[src/sfr_bank1_pkg.sv]
`default_nettype none
package sfr_bank1_pkg;

  // ----------------------------------------------------------------
  // register offsets, bank 1 view
  // ----------------------------------------------------------------
  localparam logic [7:0] OFS_INDIRECT = 8'h80;
  localparam logic [7:0] OFS_OPTION = 8'h81;
  localparam logic [7:0] OFS_PC_LOW = 8'h82;
  localparam logic [7:0] OFS_STATUS = 8'h83;
  localparam logic [7:0] OFS_POINTER = 8'h84;
  localparam logic [7:0] OFS_DIR_A = 8'h85;
  localparam logic [7:0] OFS_DIR_B = 8'h86;
  localparam logic [7:0] OFS_DIR_C = 8'h87;
  localparam logic [7:0] OFS_PCLATCH = 8'h8a;
  localparam logic [7:0] OFS_INTCTL = 8'h8b;
  localparam logic [7:0] OFS_PIE = 8'h8c;
  localparam logic [7:0] OFS_PWRCAUSE = 8'h8e;
  localparam logic [7:0] OFS_T2PER = 8'h92;
  localparam logic [7:0] OFS_SSPADDR = 8'h93;
  localparam logic [7:0] OFS_SSPSTATE = 8'h94;
  localparam logic [7:0] OFS_ADCFG = 8'h9f;

  // ----------------------------------------------------------------
  // reset values and implemented-bit masks
  // ----------------------------------------------------------------
  localparam logic [7:0] RST_OPTION = 8'hff;
  localparam logic [7:0] RST_DIR_A = 8'h3f;
  localparam logic [7:0] RST_DIR_BC = 8'hff;
  localparam logic [7:0] RST_T2PER = 8'hff;
  localparam logic [7:0] RST_STATUS_POR = 8'h18;
  localparam logic [7:0] RST_ZERO = 8'h00;
  localparam logic [7:0] MASK_DIR_A = 8'h3f;
  localparam logic [7:0] MASK_PCLATCH = 8'h1f;
  localparam logic [7:0] MASK_PIE = 8'h4f;
  localparam logic [7:0] MASK_ADCFG = 8'h07;
  localparam logic [1:0] PWR_AFTER_POR = 2'h0;
  localparam logic [1:0] PWR_AFTER_BROWNOUT = 2'h2;

  // ----------------------------------------------------------------
  // status bit positions
  // ----------------------------------------------------------------
  localparam int ST_C = 0;
  localparam int ST_HALF_CARRY = 1;
  localparam int ST_Z = 2;
  localparam int ST_PWRDN = 3;
  localparam int ST_TIMEOUT = 4;
  localparam int ST_BANK_LO = 5;
  localparam int ST_BANK_HI = 6;
  localparam int ST_IND_BANK = 7;

  typedef enum logic [1:0] {
    CAUSE_POR = 2'h0,
    CAUSE_BROWNOUT = 2'h1,
    CAUSE_EXT = 2'h3,
    CAUSE_WDT = 2'h2
  } rst_cause_e;

  typedef struct packed {
    logic rd;
    logic wr;
    logic [6:0] addr;
    logic [7:0] data;
  } core_req_s;

  typedef struct packed {
    logic [2:0] upd;
    logic zero;
    logic halfCarry;
    logic carry;
    logic isSub;
  } alu_flags_s;

  typedef struct packed {
    logic wdtClear;
    logic sleepEntry;
    logic wdtTimeout;
    logic [2:0] intFlagSet;
  } core_events_s;

  typedef struct packed {
    logic rd;
    logic wr;
    logic [8:0] addr;
    logic [7:0] data;
  } ext_req_s;

  typedef struct packed {
    logic [7:0] status;
    logic [7:0] option;
    logic [7:0] dirA;
    logic [7:0] dirB;
    logic [7:0] dirC;
    logic [7:0] intCtl;
    logic [7:0] pieEn;
    logic [7:0] t2Period;
    logic [7:0] sspAddr;
    logic [1:0] sspCtl;
    logic [7:0] adCfg;
    logic [1:0] pwrCause;
  } sfr_cfg_s;

endpackage
`default_nettype wire

[src/sfr_bank1.sv]
`timescale 1ns/1ns
`default_nettype none

// Notes on behaviour
// flag-affecting status writes take alu flags
// timeout and powerdown flags are read-only
// clearing status zeroes bank bits, sets zero
// software alters status with non-flag instructions
// subtraction stores carries as no-borrow
// software keeps reserved bank bits clear
// shared core registers decode in all four banks
// indirect port accesses location under pointer
// program counter low write applies latch bits
// every reset makes all port pins inputs
// power-up and other resets differ
// unimplemented addresses and bits read zero
// software keeps converter bits zero
// bank-1 registers need bank 1 selected
module sfr_bank1 (
  input wire logic clk_sys,
  input wire logic rst,
  input wire sfr_bank1_pkg::rst_cause_e rstCause,
  input wire sfr_bank1_pkg::core_req_s req,
  input wire sfr_bank1_pkg::alu_flags_s alu,
  input wire sfr_bank1_pkg::core_events_s events,
  input wire logic [7:0] pcLowIn,
  input wire logic [5:0] serialStatus,
  input wire logic [7:0] extRdData,
  output logic [7:0] rdData,
  output sfr_bank1_pkg::ext_req_s ext,
  output logic pcLoad,
  output logic [12:0] pcTarget,
  output sfr_bank1_pkg::sfr_cfg_s cfg
);

  // ----------------------------------------------------------------
  // register storage
  // ----------------------------------------------------------------
  logic [7:0] status_reg;
  logic [7:0] status_next;
  logic [7:0] edgeOpt_reg;
  logic [7:0] pointer_reg;
  logic [7:0] dirA_reg;
  logic [7:0] dirB_reg;
  logic [7:0] dirC_reg;
  logic [7:0] pcLatch_reg;
  logic [7:0] intCtl_reg;
  logic [7:0] pieEn_reg;
  logic [1:0] pwrCause_reg;
  logic [7:0] t2Period_reg;
  logic [7:0] sspAddr_reg;
  logic [1:0] sspCtl_reg;
  logic [7:0] adCfg_reg;
  logic [7:0] rdLocal_reg;
  logic extPending_reg;
  logic pcLoad_reg;
  logic [12:0] pcTarget_reg;

  logic indirect;
  logic [8:0] effAddr;
  logic [7:0] effLow;
  logic bank1Region;
  logic localHit;
  logic [7:0] localVal;
  logic wrShared;
  logic wrBank1;
  logic powerUp;

  // ----------------------------------------------------------------
  // address resolution
  // ----------------------------------------------------------------
  // indirect uses the pointer plus the indirect bank bit
  assign indirect = (req.addr == sfr_bank1_pkg::OFS_INDIRECT[6:0]);
  assign effAddr = indirect ? {status_reg[sfr_bank1_pkg::ST_IND_BANK], pointer_reg}
                            : {status_reg[sfr_bank1_pkg::ST_BANK_HI],
                               status_reg[sfr_bank1_pkg::ST_BANK_LO], req.addr};
  // compare against printed bank-1 offsets
  assign effLow = {1'b1, effAddr[6:0]};
  assign bank1Region = (effAddr[8:7] == 2'b01) && (effAddr[6:5] == 2'b00);
  assign powerUp = (rstCause == sfr_bank1_pkg::CAUSE_POR) ||
                   (rstCause == sfr_bank1_pkg::CAUSE_BROWNOUT);

  // read mux; shared registers answer in any bank
  always_comb begin
    localHit = 1'b0;
    localVal = 8'h00;
    case (effLow)
      sfr_bank1_pkg::OFS_INDIRECT: begin
        localHit = 1'b1; // pointer aimed at itself reads zero
      end
      sfr_bank1_pkg::OFS_PC_LOW: begin
        localHit = 1'b1;
        localVal = pcLowIn;
      end
      sfr_bank1_pkg::OFS_STATUS: begin
        localHit = 1'b1;
        localVal = status_reg;
      end
      sfr_bank1_pkg::OFS_POINTER: begin
        localHit = 1'b1;
        localVal = pointer_reg;
      end
      sfr_bank1_pkg::OFS_PCLATCH: begin
        localHit = 1'b1;
        localVal = pcLatch_reg & sfr_bank1_pkg::MASK_PCLATCH;
      end
      sfr_bank1_pkg::OFS_INTCTL: begin
        localHit = 1'b1;
        localVal = intCtl_reg;
      end
      default: begin
        if (bank1Region) begin
          localHit = 1'b1;
          case (effLow)
            sfr_bank1_pkg::OFS_OPTION: localVal = edgeOpt_reg;
            sfr_bank1_pkg::OFS_DIR_A: localVal = dirA_reg & sfr_bank1_pkg::MASK_DIR_A;
            sfr_bank1_pkg::OFS_DIR_B: localVal = dirB_reg;
            sfr_bank1_pkg::OFS_DIR_C: localVal = dirC_reg;
            sfr_bank1_pkg::OFS_PIE: localVal = pieEn_reg & sfr_bank1_pkg::MASK_PIE;
            sfr_bank1_pkg::OFS_PWRCAUSE: localVal = {6'h00, pwrCause_reg};
            sfr_bank1_pkg::OFS_T2PER: localVal = t2Period_reg;
            sfr_bank1_pkg::OFS_SSPADDR: localVal = sspAddr_reg;
            sfr_bank1_pkg::OFS_SSPSTATE: localVal = {sspCtl_reg, serialStatus};
            sfr_bank1_pkg::OFS_ADCFG: localVal = adCfg_reg & sfr_bank1_pkg::MASK_ADCFG;
            default: localVal = 8'h00;
          endcase
        end
      end
    endcase
  end

  assign wrShared = req.wr && localHit;
  assign wrBank1 = req.wr && bank1Region;

  // everything outside this map goes to data memory
  assign ext.rd = req.rd && !localHit;
  assign ext.wr = req.wr && !localHit;
  assign ext.addr = effAddr;
  assign ext.data = req.data;

  // ----------------------------------------------------------------
  // read data, one cycle after the strobe
  // ----------------------------------------------------------------
  always_ff @(posedge clk_sys) begin
    if (rst) begin
      rdLocal_reg <= 8'h00;
      extPending_reg <= 1'b0;
    end else begin
      rdLocal_reg <= req.rd ? localVal : 8'h00;
      extPending_reg <= ext.rd;
    end
  end

  // memory answers combinationally in the cycle after its strobe
  assign rdData = extPending_reg ? extRdData : rdLocal_reg;

  // ----------------------------------------------------------------
  // status register
  // ----------------------------------------------------------------
  // a flag-affecting instruction drops all three written flag bits
  always_comb begin
    status_next = status_reg;
    if (wrShared && effLow == sfr_bank1_pkg::OFS_STATUS) begin
      status_next = {req.data[7:5], status_reg[4:3], req.data[2:0]};
      if (alu.upd != 3'b000) begin
        status_next[2:0] = status_reg[2:0];
      end
    end
    if (alu.upd[2]) begin
      status_next[sfr_bank1_pkg::ST_Z] = alu.zero;
    end
    if (alu.upd[1]) begin
      status_next[sfr_bank1_pkg::ST_HALF_CARRY] = alu.halfCarry ^ alu.isSub;
    end
    if (alu.upd[0]) begin
      status_next[sfr_bank1_pkg::ST_C] = alu.carry ^ alu.isSub;
    end
    // only the watchdog and sleep logic touch these two
    if (events.wdtTimeout) begin
      status_next[sfr_bank1_pkg::ST_TIMEOUT] = 1'b0;
    end else if (events.sleepEntry) begin
      status_next[sfr_bank1_pkg::ST_TIMEOUT] = 1'b1;
      status_next[sfr_bank1_pkg::ST_PWRDN] = 1'b0;
    end else if (events.wdtClear) begin
      status_next[sfr_bank1_pkg::ST_TIMEOUT] = 1'b1;
      status_next[sfr_bank1_pkg::ST_PWRDN] = 1'b1;
    end
  end

  // other resets keep the alu flags and pd
  always_ff @(posedge clk_sys) begin
    if (rst) begin
      if (powerUp) begin
        status_reg <= sfr_bank1_pkg::RST_STATUS_POR;
      end else begin
        status_reg <= {3'b000,
                       status_reg[sfr_bank1_pkg::ST_TIMEOUT] &&
                       (rstCause != sfr_bank1_pkg::CAUSE_WDT),
                       status_reg[3:0]};
      end
    end else begin
      status_reg <= status_next;
    end
  end

  // ----------------------------------------------------------------
  // shared registers: pointer, pc latch, interrupt control
  // ----------------------------------------------------------------
  always_ff @(posedge clk_sys) begin
    if (rst) begin
      if (powerUp) begin
        pointer_reg <= sfr_bank1_pkg::RST_ZERO;
      end
    end else if (wrShared && effLow == sfr_bank1_pkg::OFS_POINTER) begin
      pointer_reg <= req.data;
    end
  end

  always_ff @(posedge clk_sys) begin
    if (rst) begin
      pcLatch_reg <= sfr_bank1_pkg::RST_ZERO;
    end else if (wrShared && effLow == sfr_bank1_pkg::OFS_PCLATCH) begin
      pcLatch_reg <= req.data & sfr_bank1_pkg::MASK_PCLATCH;
    end
  end

  // event set wins over a software clear in the same cycle
  always_ff @(posedge clk_sys) begin
    if (rst) begin
      intCtl_reg <= powerUp ? sfr_bank1_pkg::RST_ZERO : {7'h00, intCtl_reg[0]};
    end else if (wrShared && effLow == sfr_bank1_pkg::OFS_INTCTL) begin
      intCtl_reg <= {req.data[7:3], req.data[2:0] | events.intFlagSet};
    end else begin
      intCtl_reg <= {intCtl_reg[7:3], intCtl_reg[2:0] | events.intFlagSet};
    end
  end

  // pc upper bits only reach the counter through the latch
  always_ff @(posedge clk_sys) begin
    if (rst) begin
      pcLoad_reg <= 1'b0;
      pcTarget_reg <= 13'h0000;
    end else begin
      pcLoad_reg <= wrShared && effLow == sfr_bank1_pkg::OFS_PC_LOW;
      pcTarget_reg <= {pcLatch_reg[4:0], req.data};
    end
  end

  assign pcLoad = pcLoad_reg;
  assign pcTarget = pcTarget_reg;

  // ----------------------------------------------------------------
  // bank-1-only registers
  // ----------------------------------------------------------------
  // port directions go to input on every reset kind
  always_ff @(posedge clk_sys) begin
    if (rst) begin
      dirA_reg <= sfr_bank1_pkg::RST_DIR_A;
      dirB_reg <= sfr_bank1_pkg::RST_DIR_BC;
      dirC_reg <= sfr_bank1_pkg::RST_DIR_BC;
    end else if (wrBank1) begin
      if (effLow == sfr_bank1_pkg::OFS_DIR_A) begin
        dirA_reg <= req.data & sfr_bank1_pkg::MASK_DIR_A;
      end
      if (effLow == sfr_bank1_pkg::OFS_DIR_B) begin
        dirB_reg <= req.data;
      end
      if (effLow == sfr_bank1_pkg::OFS_DIR_C) begin
        dirC_reg <= req.data;
      end
    end
  end

  // plain configuration bytes, same value for every reset kind
  always_ff @(posedge clk_sys) begin
    if (rst) begin
      edgeOpt_reg <= sfr_bank1_pkg::RST_OPTION;
      pieEn_reg <= sfr_bank1_pkg::RST_ZERO;
      t2Period_reg <= sfr_bank1_pkg::RST_T2PER;
      sspAddr_reg <= sfr_bank1_pkg::RST_ZERO;
      sspCtl_reg <= 2'b00;
      adCfg_reg <= sfr_bank1_pkg::RST_ZERO;
    end else if (wrBank1) begin
      if (effLow == sfr_bank1_pkg::OFS_OPTION) begin
        edgeOpt_reg <= req.data;
      end
      if (effLow == sfr_bank1_pkg::OFS_PIE) begin
        pieEn_reg <= req.data & sfr_bank1_pkg::MASK_PIE;
      end
      if (effLow == sfr_bank1_pkg::OFS_T2PER) begin
        t2Period_reg <= req.data;
      end
      if (effLow == sfr_bank1_pkg::OFS_SSPADDR) begin
        sspAddr_reg <= req.data;
      end
      if (effLow == sfr_bank1_pkg::OFS_SSPSTATE) begin
        sspCtl_reg <= req.data[7:6]; // low six bits follow the serial port
      end
      if (effLow == sfr_bank1_pkg::OFS_ADCFG) begin
        adCfg_reg <= req.data & sfr_bank1_pkg::MASK_ADCFG;
      end
    end
  end

  // reset cause flags: cleared by their reset, set by software
  always_ff @(posedge clk_sys) begin
    if (rst) begin
      if (rstCause == sfr_bank1_pkg::CAUSE_POR) begin
        pwrCause_reg <= sfr_bank1_pkg::PWR_AFTER_POR;
      end else if (rstCause == sfr_bank1_pkg::CAUSE_BROWNOUT) begin
        pwrCause_reg <= sfr_bank1_pkg::PWR_AFTER_BROWNOUT;
      end
    end else if (wrBank1 && effLow == sfr_bank1_pkg::OFS_PWRCAUSE) begin
      pwrCause_reg <= req.data[1:0];
    end
  end

  // ----------------------------------------------------------------
  // outputs to the core and peripherals
  // ----------------------------------------------------------------
  assign cfg.status = status_reg;
  assign cfg.option = edgeOpt_reg;
  assign cfg.dirA = dirA_reg;
  assign cfg.dirB = dirB_reg;
  assign cfg.dirC = dirC_reg;
  assign cfg.intCtl = intCtl_reg;
  assign cfg.pieEn = pieEn_reg;
  assign cfg.t2Period = t2Period_reg;
  assign cfg.sspAddr = sspAddr_reg;
  assign cfg.sspCtl = sspCtl_reg;
  assign cfg.adCfg = adCfg_reg;
  assign cfg.pwrCause = pwrCause_reg;

  // ----------------------------------------------------------------
  // checks
  // ----------------------------------------------------------------
  flag_readonly_a: assert property (@(posedge clk_sys) disable iff (rst)
    (req.wr && localHit && effLow == sfr_bank1_pkg::OFS_STATUS &&
     events == '0) |=> $stable(status_reg[4:3]))
    else $error("timeout or powerdown flag changed by a write");

  zero_flag_a: assert property (@(posedge clk_sys) disable iff (rst)
    alu.upd[2] |=> status_reg[sfr_bank1_pkg::ST_Z] == $past(alu.zero))
    else $error("zero flag does not follow the alu");

  borrow_polarity_a: assert property (@(posedge clk_sys) disable iff (rst)
    (alu.upd[0] && alu.isSub) |=> status_reg[sfr_bank1_pkg::ST_C] == !$past(alu.carry))
    else $error("carry not inverted on subtraction");

  clear_status_a: assert property (@(posedge clk_sys) disable iff (rst)
    (wrShared && effLow == sfr_bank1_pkg::OFS_STATUS && req.data == 8'h00 &&
     alu.upd == 3'b100 && alu.zero && events == '0)
    |=> status_reg[7:5] == 3'b000 && status_reg[2] &&
    $stable({status_reg[4:3], status_reg[1:0]}))
    else $error("clearing status gave a wrong value");

  pc_load_a: assert property (@(posedge clk_sys) disable iff (rst)
    (wrShared && effLow == sfr_bank1_pkg::OFS_PC_LOW)
    |=> pcLoad && pcTarget == {$past(pcLatch_reg[4:0]), $past(req.data)})
    else $error("pc load target wrong");

  dir_reset_a: assert property (@(posedge clk_sys) disable iff (rst)
    $fell(rst) |-> dirA_reg == 8'h3f && dirB_reg == 8'hff && dirC_reg == 8'hff)
    else $error("port directions not inputs after reset");

  por_status_a: assert property (@(posedge clk_sys) disable iff (rst)
    ($fell(rst) && $past(rstCause) == sfr_bank1_pkg::CAUSE_POR) |-> status_reg == 8'h18)
    else $error("power-up status value wrong");

  unimpl_read_a: assert property (@(posedge clk_sys) disable iff (rst)
    (req.rd && !indirect && status_reg[6:5] == 2'b01 &&
     (req.addr == 7'h08 || req.addr == 7'h0d || req.addr == 7'h15)) |=> rdData == 8'h00)
    else $error("unimplemented address read nonzero");

  mirror_read_a: assert property (@(posedge clk_sys) disable iff (rst)
    (req.rd && req.addr == 7'h03) |=> rdData == $past(status_reg))
    else $error("status not readable in this bank");

  indirect_path_a: assert property (@(posedge clk_sys) disable iff (rst)
    (req.rd && indirect && !localHit) |-> ext.rd && ext.addr[7:0] == pointer_reg)
    else $error("indirect access missed the pointer");

  bank_gate_a: assert property (@(posedge clk_sys) disable iff (rst)
    (req.rd && !indirect && status_reg[6:5] == 2'b00 &&
     (req.addr == 7'h01 || req.addr == 7'h05)) |-> ext.rd)
    else $error("bank-1 register answered in bank 0");

endmodule
`default_nettype wire

[config.mk]
export PLATFORM = sky130hd
export DESIGN_NAME = sfr_bank1
export DESIGN_NICKNAME = d
export VERILOG_FILES = /design/src/sfr_bank1_pkg.sv /design/src/sfr_bank1.sv
export SDC_FILE = /design/constraint.sdc
export NUM_CORES = 1
export LEC_CHECK = 0
export BUFFER_PORTS_ARGS = -buffer_cell sky130_fd_sc_hd__buf_2
export CAP_MARGIN = 20
export CORE_MARGIN = 5
export CORE_UTILIZATION = 35
export DETAILED_ROUTE_END_ITERATION = 8
export PLACE_DENSITY = 0.69
export SLEW_MARGIN = 0
export SYNTH_ARGS = -nofsm -noshare
export SYNTH_HDL_FRONTEND = slang
export SYNTH_SLANG_ARGS = --single-unit
[constraint.sdc]
create_clock -name clk_sys -period 3.7 [get_ports clk_sys]
set_input_delay 0.37 -clock clk_sys [delete_from_list [all_inputs] [get_ports clk_sys]]
set_output_delay 0.37 -clock clk_sys [all_outputs]
set_load 0.005 [all_outputs]
==> results.yml <==
setup_path:
  r2r_cells: 8
  worstPathRequired_ps: 3330
  critPathLaunchType: "flop"
  crit_arrival_ps: 2510
  worst-path-buf-inv: 2
  path_class: "reg -> out"
  crit_path_max_fanout: 9
  slowest_stage: "edfxtp_1"
  crit_cells: 8
  worstPathCellList: "nor3b_1 -> a31oi_4 -> inv_2 -> nand2_1 -> a21oi_1 -> nor2_1 -> and2_1 -> buf_2"
  cp_top_family: "simple AND/OR/NAND/NOR gates"
  cp-end-kind: "output port"
  cpPeakStageDelay_ps: 480
pwr:
  vdd_drop_max_mv: 0.2399
  finalPower_uw: 2468
  p_leak_uw: 0.002740
  cellPowerDensity_mw_per_mm2: 371.6
finish:
  area_growth_syn_to_layout_pct: 23.35
  layout-drive-gt1-share_pct: 33.38
  stdcell_area_mm2: 0.006643
  diodes: 0
  multi_input_area_mm2: 0.002635
  fill_cells: 1499
  fin_nets: 770
  largest_reg_flops: 13
  ff_latch_area_mm2: 0.002442
sta:
  maxSlewViolCount: 0
  max_freq_ghz: 0.3472
  maxSlewHeadroom_pct: 47.78
  tns_ps: 0
  finalCritPeriodShare_pct: 77.83
  hold_viol: 0
  skew_ps: 8.048
  hold_ws_ps: 241.9
  post-route-min-period_ps: 2880
  postLayoutSetupSlackWorst_ps: 820.2
  setup_viol: 0
  rsz0062_at_grt: "false"
  worstMarginPinSlew_ps: 783.4
cts:
  worstSkewPairLatency_ps: 360
  clock_sinks: 110
  post_cts_buffers: 0
  clkTransAtPathRegs_ps: 70
  hold_buffers: 0
  numCtsBuffers: 9
  htreeDepth: 3
  post_cts_resized: 0
  cts_tree: "done"
  cts_buffer_depth: 2
  cts_root_buf: "clkbuf_16"
logic_synthesis:
  synth_edf_count: 24
  avgSynthCellArea_um2: 9.686
  ys_ff_latch: 110
  synth_warnings: 0
  syn_inst: 556
  synth_ff_type: "dfxtp_1"
  synth.yosys.seq_area_share_pct: 45.35
  ys_async_sr_fraction_pct: 0
  synth_cell_types: 64
  syn_area_mm2: 0.005385
detailed_routing:
  routed_via_density: 5.619
  drtPass1Iterations: 7
  vias: 5096
  drc: 0
  ant_nets: 0
  routedWlPerCell_um: 20.91
  first_iter_violations: 471
  wirelength_um: 18960
floorplan:
  io_pins: 181
  start_util_pct: 35.56
  die_h_um: 134.0
  rows: 45
  die_area_mm2: 0.01797
  die-width_um: 134.0
  core_mm2: 0.01515
global_route:
  grt_overflow_total: 0
  track_usage_pct: 20.70
  grt_pass1_vias: 4928
  grt_first_pass_wirelength_um: 28940
  grt_max_degree: 57
  antenna_found_initial: 0
placement:
  post_dp_cell_area_mm2: 0.006364
  place_ws_ps: 820.7
  io_buffers: 170
  hpwlAfterDp_um: 14370
  routabilityCongestion: 0.9073
worst_hold_path:
  holdPathStages: 3
  min_path_type: "in -> reg"
status:
  status: "finished, final reports clean"
job:
  cap_violations: 0
-- tightest hold or removal path, cell delays in order --
cell,delay [ps]
buf_2,90
inv_1,40
a21oi_1,50
-- cell usage after synthesis, types with 3 or more instances --
master,number,area share (%)
mux2_2,10,2.1
nor4_4,3,1.2
a211oi_1,4,0.56
a221oi_1,3,0.49
inv_1,8,0.56
nor2_1,22,1.5
o31ai_1,3,0.42
nand3b_1,8,1.1
nor2b_1,33,3.8
o31a_1,3,0.49
dfxtp_1,86,32
a31o_2,3,0.49
a222oi_1,15,2.8
a21oi_1,25,2.3
a31oi_1,3,0.35
nor3_2,4,0.74
clkbuf_1,20,1.4
buf_2,8,0.74
and2_1,6,0.70
and3_1,17,2.0
edfxtp_1,24,13
nand3_1,29,2.7
nor3_1,9,0.84
mux2i_1,12,2.2
a22o_1,12,2.0
a22oi_1,14,2.0
o21ai_0,5,0.46
buf_4,19,2.6
nand2b_1,5,0.58
nand4_1,4,0.46
nand2_1,64,4.5
a211o_1,30,4.9
nor4_1,4,0.46
-- final timing paths --
kind / start / to / slack [ps]
max: pointer_reg[1]$_SDFFCE_PP0P_ / ext[18] / 820
min reg2reg: pcLatch_reg[1]$_SDFFE_PP0P_ / pcLatch_reg[1]$_SDFFE_PP0P_ / 470
max reg2reg: pointer_reg[1]$_SDFFCE_PP0P_ / pointer_reg[4]$_SDFFCE_PP0P_ / 910
min: events[1] / intCtl_reg[1]$_SDFF_PP0_ / 240
-- final cells by class --
type / instances / area share (%)
Clock buffer: 13 / 3.937
Clock inverter: 3 / 0.2637
Inverter: 10 / 0.5651
Multi-Input combinational cell: 393 / 39.67
Sequential cell: 110 / 36.77
Tap cell: 188 / 3.541
Timing Repair Buffer: 190 / 15.26
-- cell usage in the layout (no fill, tap or decap), types with 5 or more instances in the layout --
cell / count
buf_2: 170
dfxtp_1: 86
nand2_1: 64
nor2b_1: 33
a211o_1: 30
nand3_1: 29
a21oi_1: 25
edfxtp_1: 24
nor2_1: 22
buf_4: 19
and3_1: 17
a222oi_1: 15
a22oi_1: 14
mux2i_1: 12
a22o_1: 12
mux2_2: 10
conb_1: 10
clkbuf_16: 10
nor3_1: 9
inv_1: 8
nand3b_1: 8
and2_1: 6
o21ai_0: 5
nand2b_1: 5
-- metrics by stage --
| step | std cells | utilization, % |
|---|---|---|
| CTS | 907 | 43.86 |
| global placement | 891 | 42.02 |
| detailed placement | 891 | 42.02 |
| floorplan | 565 | - |
| global route | 907 | 43.86 |
| finish | 907 | 43.86 |
-- kinds of logic after synthesis --
kind of cell / after synthesis / share of synthesized area, %
DFF: 110 / 45.35
muxes: 22 / 4.322
AOI/OAI and AO/OA: 133 / 19.80
other: 1 / 0.06964
and+or+nand+nor: 226 / 23.79
xor gates and xnor gates: 2 / 0.3253
buffers and inverters: 62 / 6.343
-- power by group --
part / internal [uW] / total, uW / switching [uW] / leakage [uW]
registers: 1260 / 1280 / 26.5 / 0.000922
logic: 92.4 / 244 / 151 / 0.00168
clock network: 497 / 939 / 442 / 0.000135
-- metal layers --
layer / track usage (%) / wire length (um)
met5: 0 / 0
met4: 5.430 / 372
met3: 5.551 / 1901
met2: 34.03 / 8890
met1: 27.10 / 7798
No activity file was read; power rests on OpenSTA's default activity.
